## config.mk

```make
export PLATFORM = sky130hd
export DESIGN_NAME = gpm_power_time
export DESIGN_NICKNAME = d
export VERILOG_FILES = /design/src/common/gpm_pkg.sv /design/src/hdl/gpm_power_time.sv
export VERILOG_INCLUDE_DIRS = /design/src /design/src/common
export SDC_FILE = /design/constraint.sdc
export NUM_CORES = 2
export LEC_CHECK = 0
export ABC_AREA = 1
export BUFFER_PORTS_ARGS = -buffer_cell sky130_fd_sc_hd__buf_2
export CAP_MARGIN = 20
export CORE_ASPECT_RATIO = 0.8
export CORE_MARGIN = 2
export CORE_UTILIZATION = 57
export CTS_CLUSTER_DIAMETER = 30
export DETAILED_ROUTE_END_ITERATION = 7
export PLACE_DENSITY = 0.77
export SETUP_SLACK_MARGIN = 0.2
export SLEW_MARGIN = 30
export SYNTH_ARGS = -nofsm -noshare
export SYNTH_HDL_FRONTEND = slang
export SYNTH_SLANG_ARGS = --single-unit
```

## constraint.sdc

```tcl
create_clock -name core_clk -period 8.17 [get_ports core_clk]
set_input_delay 1.634 -clock core_clk [delete_from_list [all_inputs] [get_ports core_clk]]
set_output_delay 1.634 -clock core_clk [all_outputs]
set_load 0.03 [all_outputs]
```

## src/common/gpm_regs.svh

```systemverilog
// Register map, field ranges, reset values and timing constants
// Assumes a 10 MHz core clock and a byte-wide register port
`ifndef GPM_REGS_SVH
`define GPM_REGS_SVH
// ==========================================
// Register offsets
`define GPM_ADDR_ERR   8'h02
`define GPM_ADDR_DATA0 8'h12
`define GPM_ADDR_DATA5 8'h17
`define GPM_ADDR_TIME0 8'h18
`define GPM_ADDR_TIME1 8'h19
`define GPM_ADDR_TIME2 8'h1a
`define GPM_ADDR_FIFO  8'h24
`define GPM_ADDR_FILT  8'h42
`define GPM_ADDR_DOWNS 8'h45
`define GPM_ADDR_SLEEP 8'h6c
// ==========================================
// Fields and reset values
`define GPM_ODR_F      3:0
`define GPM_BWP_F      6:4
`define GPM_DOWNS_F    2:0
`define GPM_SLP_EN     0
`define GPM_SLP_SEL    1
`define GPM_FILT_RST   8'h28
`define GPM_DOWNS_RST  8'h00
`define GPM_SLEEP_RST  8'h00
`define GPM_ODR_MIN    4'h6
`define GPM_ODR_MAX    4'hd
`define GPM_BWP_MAX    3'h2
`define GPM_ODR_BASE   5'h10
`define GPM_RAW_MASK   24'h000003
`define GPM_ERR_NONE   8'h00
`define GPM_ERR_CONF   8'h01
`define GPM_EMPTY_WORD 16'h8000
`define GPM_CLAMP_WORD 16'h8001
`define GPM_REFUSED    8'h00
`define GPM_FRAME_LAST 3'h5
// ==========================================
// Timing
`define GPM_CLK_NS     100
`define GPM_MS_NS      1000000
`define GPM_TICK_NS    39000
`define GPM_TICK_CYC   (`GPM_TICK_NS / `GPM_CLK_NS)
`define GPM_SUSP_MS    50
`define GPM_FAST_MS    10
`endif

```

## src/common/gpm_pkg.sv

```systemverilog
// Types shared by the power-mode and time-base logic
// Assumes the constants header is included by the design file
package gpm_pkg;
  // ==========================================
  // Power states
  typedef enum logic [2:0] {
    GPM_SUSPEND   = 3'b000,
    GPM_NORMAL    = 3'b001,
    GPM_FAST      = 3'b010,
    GPM_WAKE_SUSP = 3'b011,
    GPM_WAKE_FAST = 3'b100
  } gpm_state_t;
  typedef enum logic [1:0] {
    GPM_REQ_SUSPEND = 2'b00,
    GPM_REQ_NORMAL  = 2'b01,
    GPM_REQ_FAST    = 2'b10
  } gpm_mode_t;
  // ==========================================
  // Carriers
  typedef struct packed {
    logic [15:0] z;
    logic [15:0] y;
    logic [15:0] x;
  } gpm_rate_t;
  typedef struct packed {
    logic       wr;
    logic       rd;
    logic [7:0] addr;
    logic [7:0] wdata;
  } gpm_reg_req_t;
endpackage

```

## src/hdl/gpm_power_time.sv

```systemverilog
// Power-mode control, sensor time base, rate filter and sample FIFO
// Assumes raw samples come from logic on core_clk; the wake pin is async
`timescale 1ns/10ps
`include "gpm_regs.svh"
`default_nettype none
module gpm_power_time
#(
  parameter int SUSP_WAKE_CYC = `GPM_SUSP_MS * (`GPM_MS_NS / `GPM_CLK_NS),
  parameter int FAST_WAKE_CYC = `GPM_FAST_MS * (`GPM_MS_NS / `GPM_CLK_NS),
  parameter int FIFO_DEPTH    = 16
)
(
  // Clock and reset
  input  wire logic                  core_clk,
  input  wire logic                  sys_rst,
  // Register port of the serial interface
  input  wire gpm_pkg::gpm_reg_req_t regReq,
  output logic [7:0]                 regRdData,
  output logic                       regRdValid,
  // Power mode request
  input  wire logic                  modeReqValid,
  input  wire gpm_pkg::gpm_mode_t    modeReq,
  input  wire logic                  wakePin,
  // Sensor front end and results
  input  wire gpm_pkg::gpm_rate_t    sensorRaw,
  output gpm_pkg::gpm_state_t        powerState,
  output gpm_pkg::gpm_rate_t         rateData,
  output logic                       dataUpdate
);
  import gpm_pkg::*;
  localparam int AW = $clog2(FIFO_DEPTH);
  localparam logic [8:0] TICK_LAST = 9'(`GPM_TICK_CYC - 1);
  // ==========================================
  // Time base
  logic [8:0]  tickCnt, next_tickCnt;
  logic [23:0] sensorTime, next_sensorTime;
  logic        tick;
  always_comb
  begin
    tick = (tickCnt == TICK_LAST);
    next_tickCnt = tick ? 9'h000 : tickCnt + 9'h001;
    next_sensorTime = tick ? sensorTime + 24'h1 : sensorTime;
  end
  always_ff @(posedge core_clk)
  begin
    if (sys_rst)
    begin
      tickCnt    <= 9'h000;
      sensorTime <= 24'h0;
    end
    else
    begin
      tickCnt    <= next_tickCnt;
      sensorTime <= next_sensorTime;
    end
  end
  // ==========================================
  // Configuration and strobes
  logic [7:0]  filtCfg, downsCfg, sleepCfg, errReg;
  logic [7:0]  next_filtCfg, next_downsCfg, next_sleepCfg, next_errReg;
  logic        cfgOk, rawStrobe, odrStrobe, fifoStrobe;
  logic [4:0]  odrBit, fifoBit, shAmt;
  logic [23:0] odrMask, fifoMask;
  always_comb
  begin
    cfgOk = (filtCfg[`GPM_ODR_F] >= `GPM_ODR_MIN) && (filtCfg[`GPM_ODR_F] <= `GPM_ODR_MAX)
            && (filtCfg[`GPM_BWP_F] <= `GPM_BWP_MAX);
    odrBit = `GPM_ODR_BASE - {1'b0, filtCfg[`GPM_ODR_F]};
    fifoBit = odrBit + {2'b00, downsCfg[`GPM_DOWNS_F]};
    shAmt = odrBit - 5'h02;
    odrMask = (24'h1 << odrBit) - 24'h1;
    fifoMask = (24'h1 << fifoBit) - 24'h1;
    // Strobes land on the tick that carries bit m over, so data and time agree
    rawStrobe = tick && ((sensorTime & `GPM_RAW_MASK) == `GPM_RAW_MASK);
    odrStrobe = tick && cfgOk && ((sensorTime & odrMask) == odrMask);
    fifoStrobe = tick && cfgOk && ((sensorTime & fifoMask) == fifoMask);
    next_filtCfg = (regReq.wr && regReq.addr == `GPM_ADDR_FILT) ? regReq.wdata : filtCfg;
    next_downsCfg = (regReq.wr && regReq.addr == `GPM_ADDR_DOWNS) ? regReq.wdata : downsCfg;
    next_sleepCfg = (regReq.wr && regReq.addr == `GPM_ADDR_SLEEP) ? regReq.wdata : sleepCfg;
    next_errReg = cfgOk ? `GPM_ERR_NONE : `GPM_ERR_CONF;
  end
  always_ff @(posedge core_clk)
  begin
    if (sys_rst)
    begin
      filtCfg  <= `GPM_FILT_RST;
      downsCfg <= `GPM_DOWNS_RST;
      sleepCfg <= `GPM_SLEEP_RST;
      errReg   <= `GPM_ERR_NONE;
    end
    else
    begin
      filtCfg  <= next_filtCfg;
      downsCfg <= next_downsCfg;
      sleepCfg <= next_sleepCfg;
      errReg   <= next_errReg;
    end
  end
  // ==========================================
  // Power manager
  logic        wakeMeta, wakeSync, autoSlept, next_autoSlept;
  logic [31:0] wakeCnt, next_wakeCnt;
  gpm_state_t  next_state;
  always_comb
  begin
    next_state = powerState;
    next_autoSlept = autoSlept;
    next_wakeCnt = 32'h0;
    case (powerState)
      GPM_WAKE_SUSP:
      begin
        next_wakeCnt = wakeCnt + 32'h1;
        if (wakeCnt == 32'(SUSP_WAKE_CYC - 1))
          next_state = GPM_NORMAL;
      end
      GPM_WAKE_FAST:
      begin
        next_wakeCnt = wakeCnt + 32'h1;
        if (wakeCnt == 32'(FAST_WAKE_CYC - 1))
          next_state = GPM_NORMAL;
      end
      GPM_NORMAL:
      begin
        // Temporary sleep while the external wake source is quiet
        if (sleepCfg[`GPM_SLP_EN] && !wakeSync)
        begin
          next_state = sleepCfg[`GPM_SLP_SEL] ? GPM_FAST : GPM_SUSPEND;
          next_autoSlept = 1'b1;
        end
      end
      GPM_SUSPEND, GPM_FAST:
      begin
        if (autoSlept && wakeSync)
        begin
          next_state = (powerState == GPM_FAST) ? GPM_WAKE_FAST : GPM_WAKE_SUSP;
          next_autoSlept = 1'b0;
        end
      end
      default:
        next_state = GPM_SUSPEND;
    endcase
    // Explicit requests win over the automatic path; any mode to any mode
    // Code 11 is ignored, so a wake in progress keeps its count
    if (modeReqValid && (modeReq inside {GPM_REQ_SUSPEND, GPM_REQ_NORMAL, GPM_REQ_FAST}))
    begin
      next_autoSlept = 1'b0;
      next_wakeCnt = 32'h0;
      case (modeReq)
        GPM_REQ_SUSPEND: next_state = GPM_SUSPEND;
        GPM_REQ_FAST:    next_state = GPM_FAST;
        GPM_REQ_NORMAL:
        begin
          if (powerState == GPM_SUSPEND)
            next_state = GPM_WAKE_SUSP;
          else if (powerState == GPM_FAST)
            next_state = GPM_WAKE_FAST;
          else
          begin
            next_state = powerState;
            next_wakeCnt = wakeCnt;
          end
        end
        default:         next_state = powerState;
      endcase
    end
  end
  always_ff @(posedge core_clk)
  begin
    wakeMeta <= wakePin;
    wakeSync <= wakeMeta;
    if (sys_rst)
    begin
      powerState <= GPM_SUSPEND;
      autoSlept  <= 1'b0;
      wakeCnt    <= 32'h0;
    end
    else
    begin
      powerState <= next_state;
      autoSlept  <= next_autoSlept;
      wakeCnt    <= next_wakeCnt;
    end
  end
  // ==========================================
  // Filter, FIFO and register reads
  logic signed [23:0] acc [3];
  logic signed [23:0] next_acc [3];
  logic signed [23:0] total;
  gpm_rate_t   next_rate, fifoMem [FIFO_DEPTH];
  logic [AW:0] wrPtr, rdPtr, next_wrPtr, next_rdPtr;
  logic [2:0]  byteIdx, next_byteIdx;
  logic        isNormal, fifoEmpty, fifoFull, push, fifoRd, next_update;
  logic [15:0] word;
  logic [7:0]  rdByte;
  gpm_rate_t   head;
  always_comb
  begin
    isNormal = (powerState == GPM_NORMAL);
    next_rate = rateData;
    next_update = 1'b0;
    for (int i = 0; i < 3; i++)
    begin
      next_acc[i] = isNormal ? acc[i] : 24'sh0;
      total = acc[i] + {{8{sensorRaw[16*i+15]}}, sensorRaw[16*i +: 16]};
      if (isNormal && rawStrobe)
        next_acc[i] = total;
      if (isNormal && odrStrobe)
      begin
        // Box average over the output period; bandwidth field is not modelled
        next_acc[i] = 24'sh0;
        next_rate[16*i +: 16] = 16'(total >>> shAmt);
        if (16'(total >>> shAmt) == `GPM_EMPTY_WORD)
          next_rate[16*i +: 16] = `GPM_CLAMP_WORD;
        next_update = 1'b1;
      end
    end
    fifoEmpty = (wrPtr == rdPtr);
    fifoFull = (wrPtr[AW-1:0] == rdPtr[AW-1:0]) && (wrPtr[AW] != rdPtr[AW]);
    push = isNormal && fifoStrobe && !fifoFull;
    next_wrPtr = push ? wrPtr + 1'b1 : wrPtr;
    // FIFO reads refused in suspend only; burst pacing is the host's job
    fifoRd = regReq.rd && (regReq.addr == `GPM_ADDR_FIFO) && (powerState != GPM_SUSPEND);
    head = fifoMem[rdPtr[AW-1:0]];
    word = fifoEmpty ? `GPM_EMPTY_WORD : head[16*byteIdx[2:1] +: 16];
    next_byteIdx = byteIdx;
    next_rdPtr = rdPtr;
    if (fifoRd)
    begin
      next_byteIdx = (byteIdx == `GPM_FRAME_LAST) ? 3'h0 : byteIdx + 3'h1;
      if (!fifoEmpty && byteIdx == `GPM_FRAME_LAST)
        next_rdPtr = rdPtr + 1'b1;
    end
    case (regReq.addr)
      `GPM_ADDR_ERR:   rdByte = errReg;
      `GPM_ADDR_TIME0: rdByte = sensorTime[7:0];
      `GPM_ADDR_TIME1: rdByte = sensorTime[15:8];
      `GPM_ADDR_TIME2: rdByte = sensorTime[23:16];
      `GPM_ADDR_FIFO:  rdByte = fifoRd ? word[8*byteIdx[0] +: 8] : `GPM_REFUSED;
      `GPM_ADDR_FILT:  rdByte = filtCfg;
      `GPM_ADDR_DOWNS: rdByte = downsCfg;
      `GPM_ADDR_SLEEP: rdByte = sleepCfg;
      default:
      begin
        rdByte = 8'h00;
        if (regReq.addr >= `GPM_ADDR_DATA0 && regReq.addr <= `GPM_ADDR_DATA5)
          rdByte = rateData[8*(regReq.addr-`GPM_ADDR_DATA0) +: 8];
      end
    endcase
  end
  always_ff @(posedge core_clk)
  begin
    if (push)
      fifoMem[wrPtr[AW-1:0]] <= rateData;
  end
  always_ff @(posedge core_clk)
  begin
    if (sys_rst)
    begin
      for (int i = 0; i < 3; i++)
        acc[i] <= 24'sh0;
      rateData   <= '0;
      dataUpdate <= 1'b0;
      wrPtr      <= '0;
      rdPtr      <= '0;
      byteIdx    <= 3'h0;
      regRdData  <= 8'h00;
      regRdValid <= 1'b0;
    end
    else
    begin
      acc        <= next_acc;
      rateData   <= next_rate;
      dataUpdate <= next_update;
      wrPtr      <= next_wrPtr;
      rdPtr      <= next_rdPtr;
      byteIdx    <= next_byteIdx;
      regRdData  <= regReq.rd ? rdByte : regRdData;
      regRdValid <= regReq.rd;
    end
  end
  // ==========================================
  // Checks
  time_step_a: assert property (@(posedge core_clk) disable iff (sys_rst)
    tick |=> sensorTime == $past(sensorTime) + 24'h1) else $error("time step wrong");
  time_sleep_a: assert property (@(posedge core_clk) disable iff (sys_rst)
    (powerState != GPM_NORMAL) && !tick |=> $stable(sensorTime)) else $error("time moved");
  raw_rate_a: assert property (@(posedge core_clk) disable iff (sys_rst)
    rawStrobe |-> tick && sensorTime[1:0] == 2'b11) else $error("raw strobe off grid");
  sync_bit_a: assert property (@(posedge core_clk) disable iff (sys_rst)
    dataUpdate |-> (sensorTime & $past(odrMask)) == 24'h0) else $error("update off grid");
  fast_hold_a: assert property (@(posedge core_clk) disable iff (sys_rst)
    powerState == GPM_FAST |=> !dataUpdate && $stable(rateData)) else $error("fast sampled");
  clamp_word_a: assert property (@(posedge core_clk) disable iff (sys_rst)
    dataUpdate |-> rateData.x != `GPM_EMPTY_WORD && rateData.y != `GPM_EMPTY_WORD
      && rateData.z != `GPM_EMPTY_WORD)
    else $error("empty word as sample");
  susp_refuse_a: assert property (@(posedge core_clk) disable iff (sys_rst)
    regReq.rd && regReq.addr == `GPM_ADDR_FIFO && powerState == GPM_SUSPEND
    |=> regRdData == `GPM_REFUSED && $stable(rdPtr)) else $error("suspend readout");
  empty_word_a: assert property (@(posedge core_clk) disable iff (sys_rst)
    fifoRd && fifoEmpty && byteIdx[0] |=> regRdData == 8'(`GPM_EMPTY_WORD >> 8))
    else $error("empty marker wrong");
  wake_bound_a: assert property (@(posedge core_clk) disable iff (sys_rst)
    powerState == GPM_WAKE_SUSP |-> wakeCnt < 32'(SUSP_WAKE_CYC)) else $error("wake slow");
  err_code_a: assert property (@(posedge core_clk) disable iff (sys_rst)
    !cfgOk |=> errReg == `GPM_ERR_CONF) else $error("error code missing");
  mode_cfg_a: assert property (@(posedge core_clk) disable iff (sys_rst)
    modeReqValid && !regReq.wr |=> $stable(filtCfg)) else $error("mode touched odr");
  reset_susp_a: assert property (@(posedge core_clk)
    $past(sys_rst) && !sys_rst |-> powerState == GPM_SUSPEND) else $error("not suspend");
endmodule
`default_nettype wire

```

== Yosys cells after proc, flatten, opt, wreduce, memory -nomap -nowiden ==
Memory sizes are Yosys's and may differ from the RTL's. A register that Yosys moved wholly into a read port is not among the register bits.
Index checks and enable logic that the tools add are counted.

* Add/sub/neg operators: 15
* $lt $le $gt $ge: 5
* Equal/unequal tests: 36
* Shifts and indexed selects: 8
* Multiplexer cells: 37
* Bitwise operators: 2
* Reduce and logical (&&, ||, !) cells: 37

{| class="wikitable"
|+ Operator list
! kind !! number
|-
| $mux 32 || 5
|-
| $mux 24 || 4
|-
| $add 24x24->24 || 3
|-
| $sshr 24x5->16 || 3
|-
| $mux 16 || 4
|-
| $pmux 8 s8 || 1
|-
| $and 24x24->24 || 2
|-
| $eq 16x16->1 const B || 3
|-
| $eq 24x24->1 || 2
|-
| $shiftx 48x33->8 || 1
|-
| $shiftx 48x7->16 || 1
|-
| $shl 1x5->24 const A || 2
|-
| $sub 24x1->24 const B || 2
|-
| $add 32x1->32 const B || 1
|-
| $eq 32x17->1 const B || 1
|-
| $eq 32x19->1 const B || 1
|-
| $mux 3 || 9
|-
| $add 24x1->24 const B || 1
|-
| $eq 8x5->1 const B || 3
|-
| $eq 8x7->1 const B || 3
|-
| $logic_and 1x1->1 || 21
|-
| $mux 8 || 2
|-
| $shiftx 16x5->8 || 1
|-
| $pmux 3 s4 || 1
|-
| 43 further kinds || 63
|}

* Bits in registers: 246
* Memory bits (writable): 768
* Input bits: 72
* Output and inout port bits: 61
* Word-level logic and storage cells: 164
* Memories: 1

{| class="wikitable"
|+ Memories
! memory !! words !! width !! read ports !! clocked after memory_dff !! wr ports !! line !! text
|-
| fifoMem || 16 || 48 || 1 || 1 || 1 || gpm_power_time.sv:189 || <nowiki>gpm_rate_t next_rate, fifoMem [FIFO_DEPTH];</nowiki>
|}

== Depth between registers and ports, before layout ==
* Depth in word-level cells: 11
* Mapped depth: 34
* Depth with buffers taken out: 31

== Worst setup path after synthesis ==
Ideal clock, no wire load.

* Kind: reg2reg
* Start: register filtCfg[0]
* End: memory fifoMem[2][0] in the netlist's numbering (enable)
* Data arrival time: 7.807 ns
* Setup slack: -0.150 ns
* Cell stages (with the launch flop): 31
* Path buffers: 6
* Clock period less this slack: 8.320 ns
* Path through: dfxtp_1 -> inv_2 -> buf_4 -> clkbuf_1 -> ha_1 -> clkinv_1 -> clkbuf_1 -> buf_1 -> fa_1 -> inv_1 -> nand2_1 -> nand2_1 -> nand3_1 -> nand2_1 -> nand2_1 -> buf_2 -> inv_1 -> nor2_1 -> inv_1 -> ha_1 -> nand3_2 -> nor2_4 -> nand2_1 -> nand2_1 -> o21ai_0 -> nor3b_1 -> nand3_1 -> nor3_2 -> nand3_2 -> buf_2 -> nor3_1

* Longest elaborated chain between the ends: 11
* Elaborated cells on any way between the ends: 16

{| class="wikitable"
|+ Ends and longest elaborated chain
! item !! line !! text
|-
| from (decl) || gpm_power_time.sv:59 || <nowiki>logic [7:0] filtCfg, downsCfg, sleepCfg, errReg;</nowiki>
|-
| from (signal assigned) || gpm_power_time.sv:86 || <nowiki>filtCfg <= `GPM_FILT_RST;</nowiki>
|-
| from (signal assigned) || gpm_power_time.sv:93 || <nowiki>filtCfg <= next_filtCfg;</nowiki>
|-
| $sub 5x4->5 (no source line) || - ||
|-
| $add 5x3->5 || gpm_power_time.sv:69 || <nowiki>fifoBit = odrBit + {2'b00, downsCfg[`GPM_DOWNS_F]};</nowiki>
|-
| $shl 1x5->24 || gpm_power_time.sv:72 || <nowiki>fifoMask = (24'h1 << fifoBit) - 24'h1;</nowiki>
|-
| $sub 24x1->24 || gpm_power_time.sv:72 ||
|-
| $and 24x24->24 || gpm_power_time.sv:76 || <nowiki>fifoStrobe = tick && cfgOk && ((sensorTime & fifoMask) == fifoMask);</nowiki>
|-
| $eq 24x24->1 || gpm_power_time.sv:76 ||
|-
| $logic_and 1x1->1 * || gpm_power_time.sv:76 ||
|-
| $logic_and 1x1->1 * (2 in series) || gpm_power_time.sv:219 || <nowiki>push = isNormal && fifoStrobe && !fifoFull;</nowiki>
|-
| $mux 1 * || gpm_power_time.sv:252 || <nowiki>if (push)</nowiki>
|-
| $mux 1 (not written as such) * || gpm_power_time.sv:253 || <nowiki>fifoMem[wrPtr[AW-1:0]] <= rateData;</nowiki>
|-
| to (decl) || gpm_power_time.sv:189 ||
|}

Mark *: on every way between the ends. The rest lies on a longest branch, timed or not.

== Final worst setup path ==
* Start: register filtCfg[1]
* End: memory fifoMem[2][19] in the netlist's numbering (enable)

Same word-level chain as after synthesis.

==> results_dict.tcl <==
set metrics [dict create \
    hp-class "reg -> reg" \
    layout-drive-gt1-share 0.1060 \
    cts-root-buf "clkbuf_16" \
    cp_slowest_cell "buf_4" \
    status "complete, no violations" \
    hold_viol 0 \
    yosysUniqueCellTypes 66 \
    slowest_delay_ns 0.76 \
    synth.cell_area_mm2 0.05197 \
    cp.required_ns 8.53 \
    worstSetupEndpoint "fifoMem[2][19]" \
    post_cts_resized 0 \
    max_clock_freq_ghz 0.1610 \
    globalRouteMet2Util 0.4942 \
    synthesis.instances 6005 \
    path_depth 26 \
    fin_util 0.6550 \
    yosys.cell_count.top_type "nand2_1" \
    worstSetupPathType "reg -> reg" \
    ff2ff_path_depth 26 \
    clockBufferDepth 3 \
    setup_viol 0 \
    synth_edf_count 768 \
    use_met1 0.4767 \
    leakagePower_nw 22.21 \
    via_per_inst 6.090 \
    worst_pin_slew_ns 1.054 \
    std_cell_rows 99 \
    insertion_delay_ns 0.78 \
    slew_violations 0 \
    core_mm2 0.09080 \
    ir_drop_mv 0.2083 \
    io_pins 133 \
    hpwl_mm 99.19 \
    cts_tree "built" \
    cts.clk_slew.worst_paths_ns 0.05 \
    antenna_found_initial 1 \
    syn_area_per_cell_um2 8.655 \
    vias 45320 \
    slew_headroom 0.2932 \
    area_growth_pct 14.42 \
    grt_use_total 0.3300 \
    rsz0062_at_grt "false" \
    fillers 7178 \
    critPathMaxFanout 48 \
    die-area_mm2 0.09363 \
    arrival_ns 6.57 \
    drt-wirelength-per-cell_um 20.93 \
    synth_flop_cell "edfxtp_1" \
    syn_nets 6175 \
    finalClockSkew_ns 0.06414 \
    gp_congestion 0.9816 \
    powerDensity_mw_per_mm2 217.4 \
    setup_tns_ns 0 \
    drc 0 \
    grt_overflow_total 0 \
    drt_iter0_markers 6242 \
    critPathLaunch "filtCfg[1]" \
    antenna_left 0 \
    grt_pass1_vias 42130 \
    cts_sinks 1011 \
    synth_common_cells "1217 x nand2_1, 768 x edfxtp_1, 729 x nand3_1" \
    fin_nets 6262 \
    die_y_um 274.1 \
    min_period_ns 6.209 \
    firstDrtPassIters 7 \
    finalCritPeriodShare 0.7600 \
    cp-start-kind "register" \
    grt_max_degree 153 \
    crit_buf_inv 6 \
    busiest_layer "met2" \
    endpoint_kind "register" \
    crit_family "simple AND/OR/NAND/NOR gates" \
    r2r_start "filtCfg[1]" \
    synth_top_area_share 0.4437 \
    maxCapViolations 0 \
    synth_area_leader_cell "edfxtp_1" \
    use_met3 0.07002 \
    yosysWarnings 0 \
    numCtsBuffers 157 \
    rrSetupSlack_ns 1.96 \
    initial_core_util 0.5724 \
    postCtsSetupBuffers 0 \
    synth_seq_area_share 0.5373 \
    wl_mm 155.8 \
    numPortBuffers 132 \
    die_x_um 341.6 \
    ys_ff_latch 1011 \
    synthTopCellsByArea "edfxtp_1 44%, dfxtp_1 9.4%, nand2_1 8.8%" \
    h-tree-depth 4 \
    r2r-end "fifoMem[2][19]" \
    async_flop_share 0 \
    grt_pass1_wl_mm 240.8 \
    hold_buffers 0 \
]
[final cells by class]
cell class / instances / area [um^2] / share of cell area
inverters: 531 / 2009 / 0.03379
clock inverters: 126 / 1575 / 0.02649
multi-input cells: 4167 / 20940 / 0.3522
diodes: 1 / 2.502 / 0.00004208
clock buffers: 170 / 4081 / 0.06863
well taps: 1212 / 1516 / 0.02550
repair buffers: 224 / 1400 / 0.02354
flip-flops and latches: 1011 / 27940 / 0.4698
[how the worst min path moves through the flow]
| stage | start | end | cells after the start |
|---|---|---|---|
| final | wakeMeta | wakeSync | 0 |
| after global routing | wakeMeta | wakeSync | 0 |
| after CTS | wakeMeta | wakeSync | 0 |
| after detailed placement | wakeMeta | wakeSync | 0 |
| after global placement | wakeMeta | wakeSync | 0 |
| after floorplan | wakeMeta | wakeSync | 0 |
[layout by cell type, fill, tap and decap left out, types with 8 or more instances in the layout]
| master | instances |
|---|---|
| nand2_2 | 14 |
| dfxtp_1 | 238 |
| o31ai_1 | 11 |
| buf_2 | 132 |
| inv_1 | 509 |
| nor4_1 | 17 |
| clkinv_8 | 8 |
| clkinv_2 | 18 |
| or2_2 | 12 |
| buf_4 | 88 |
| clkinvlp_4 | 19 |
| ha_1 | 92 |
| a211oi_1 | 13 |
| inv_6 | 18 |
| xnor2_1 | 16 |
| o22ai_1 | 61 |
| clkinv_4 | 24 |
| o21ai_1 | 10 |
| nor2_2 | 10 |
| bufinv_16 | 16 |
| a31oi_1 | 9 |
| nor3_2 | 19 |
| a21oi_2 | 50 |
| clkbuf_16 | 160 |
| o221ai_1 | 146 |
| xor2_1 | 17 |
| nand3b_1 | 21 |
| clkinv_1 | 14 |
| nor3_1 | 52 |
| o211ai_1 | 43 |
| nand2_1 | 1217 |
| o21ai_0 | 543 |
| nor2_1 | 724 |
| nand4_1 | 69 |
| inv_2 | 12 |
| nand3_1 | 728 |
| edfxtp_1 | 768 |
| nor3b_1 | 9 |
| a21oi_1 | 184 |
[layer usage]
layer | share of wire | vias up
li1 | - | 21130
met1 | 0.42 | 21220
met2 | 0.43 | 2608
met3 | 0.12 | 368
met4 | 0.034 | 2
met5 | 0.000071 | -
[report_power, final]
part	switching, mW	leakage [nW]	internal, mW
Clock	2.68	2.70	4.25
Sequential	0.0116	7.89	5.47
Combinational	0.377	11.6	0.141
[sequential cells by signal, indices dropped and copies added, names as in the netlist, named ones only]
name and flops:
acc 72, autoSlept 1, byteIdx 3, dataUpdate 1, downsCfg 8, errReg 1, fifoMem 768, filtCfg 8
powerState 3, rateData 48, rdPtr 5, regRdData 8, regRdValid 1, sensorTime 24, sleepCfg 8, tickCnt 9
wakeCnt 32, wakeMeta 1, wakeSync 1, wrPtr 5
[metrics by stage]
step / std cells / worst slack [ns] / total power, mW / hold slack [ns] / area, um^2
floorplan: 6005 / -0.1502 / 5.930 / 0.3096 / 51970
CTS: 7440 / 2.051 / 12.96 / 0.3242 / 59430
detailed placement: 7144 / 2.070 / 6.083 / 0.3132 / 53780
global route: 7441 / 1.351 / 13.26 / 0.3248 / 59470
global placement: 7144 / 2.195 / 6.078 / 0.3163 / 53770
finish: 7442 / 1.961 / 12.93 / 0.3234 / 59470
[worst register-to-register path, stage by stage, from the launching register on]
cell and delay, ns:
dfxtp_1 0.42, inv_1 0.14, ha_1 0.24, inv_1 0.08, nand2_1 0.06, nand2_2 0.17, inv_1 0.07, ha_1 0.33
nand2_1 0.11, nand2_1 0.07, nand3_1 0.09, nand2_1 0.05, nand2_1 0.54, inv_1 0.31, nor2_1 0.28, inv_1 0.09
ha_1 0.28, nor2_1 0.04, nand3b_1 0.17, nor2_1 0.11, nand4_1 0.13, nor3b_1 0.24, nand3_1 0.16, nor3_2 0.15
nand3_2 0.43, nor3_2 0.30, buf_4 0.76
[cells by family (layout without fill, tap and decap cells)]
| group | count (synthesis) | in the layout | share of synthesized area |
|---|---|---|---|
| buf+inv | 827 | 1051 | 0.06206 |
| compound gates | 1114 | 1114 | 0.1293 |
| other cells | 0 | 1 | 0 |
| xor+xnor | 33 | 33 | 0.005561 |
| simple gates | 2922 | 2922 | 0.2416 |
| fa+ha+maj | 98 | 98 | 0.02417 |
| flops | 1011 | 1011 | 0.5373 |
(Power assumes the default switching activity.)
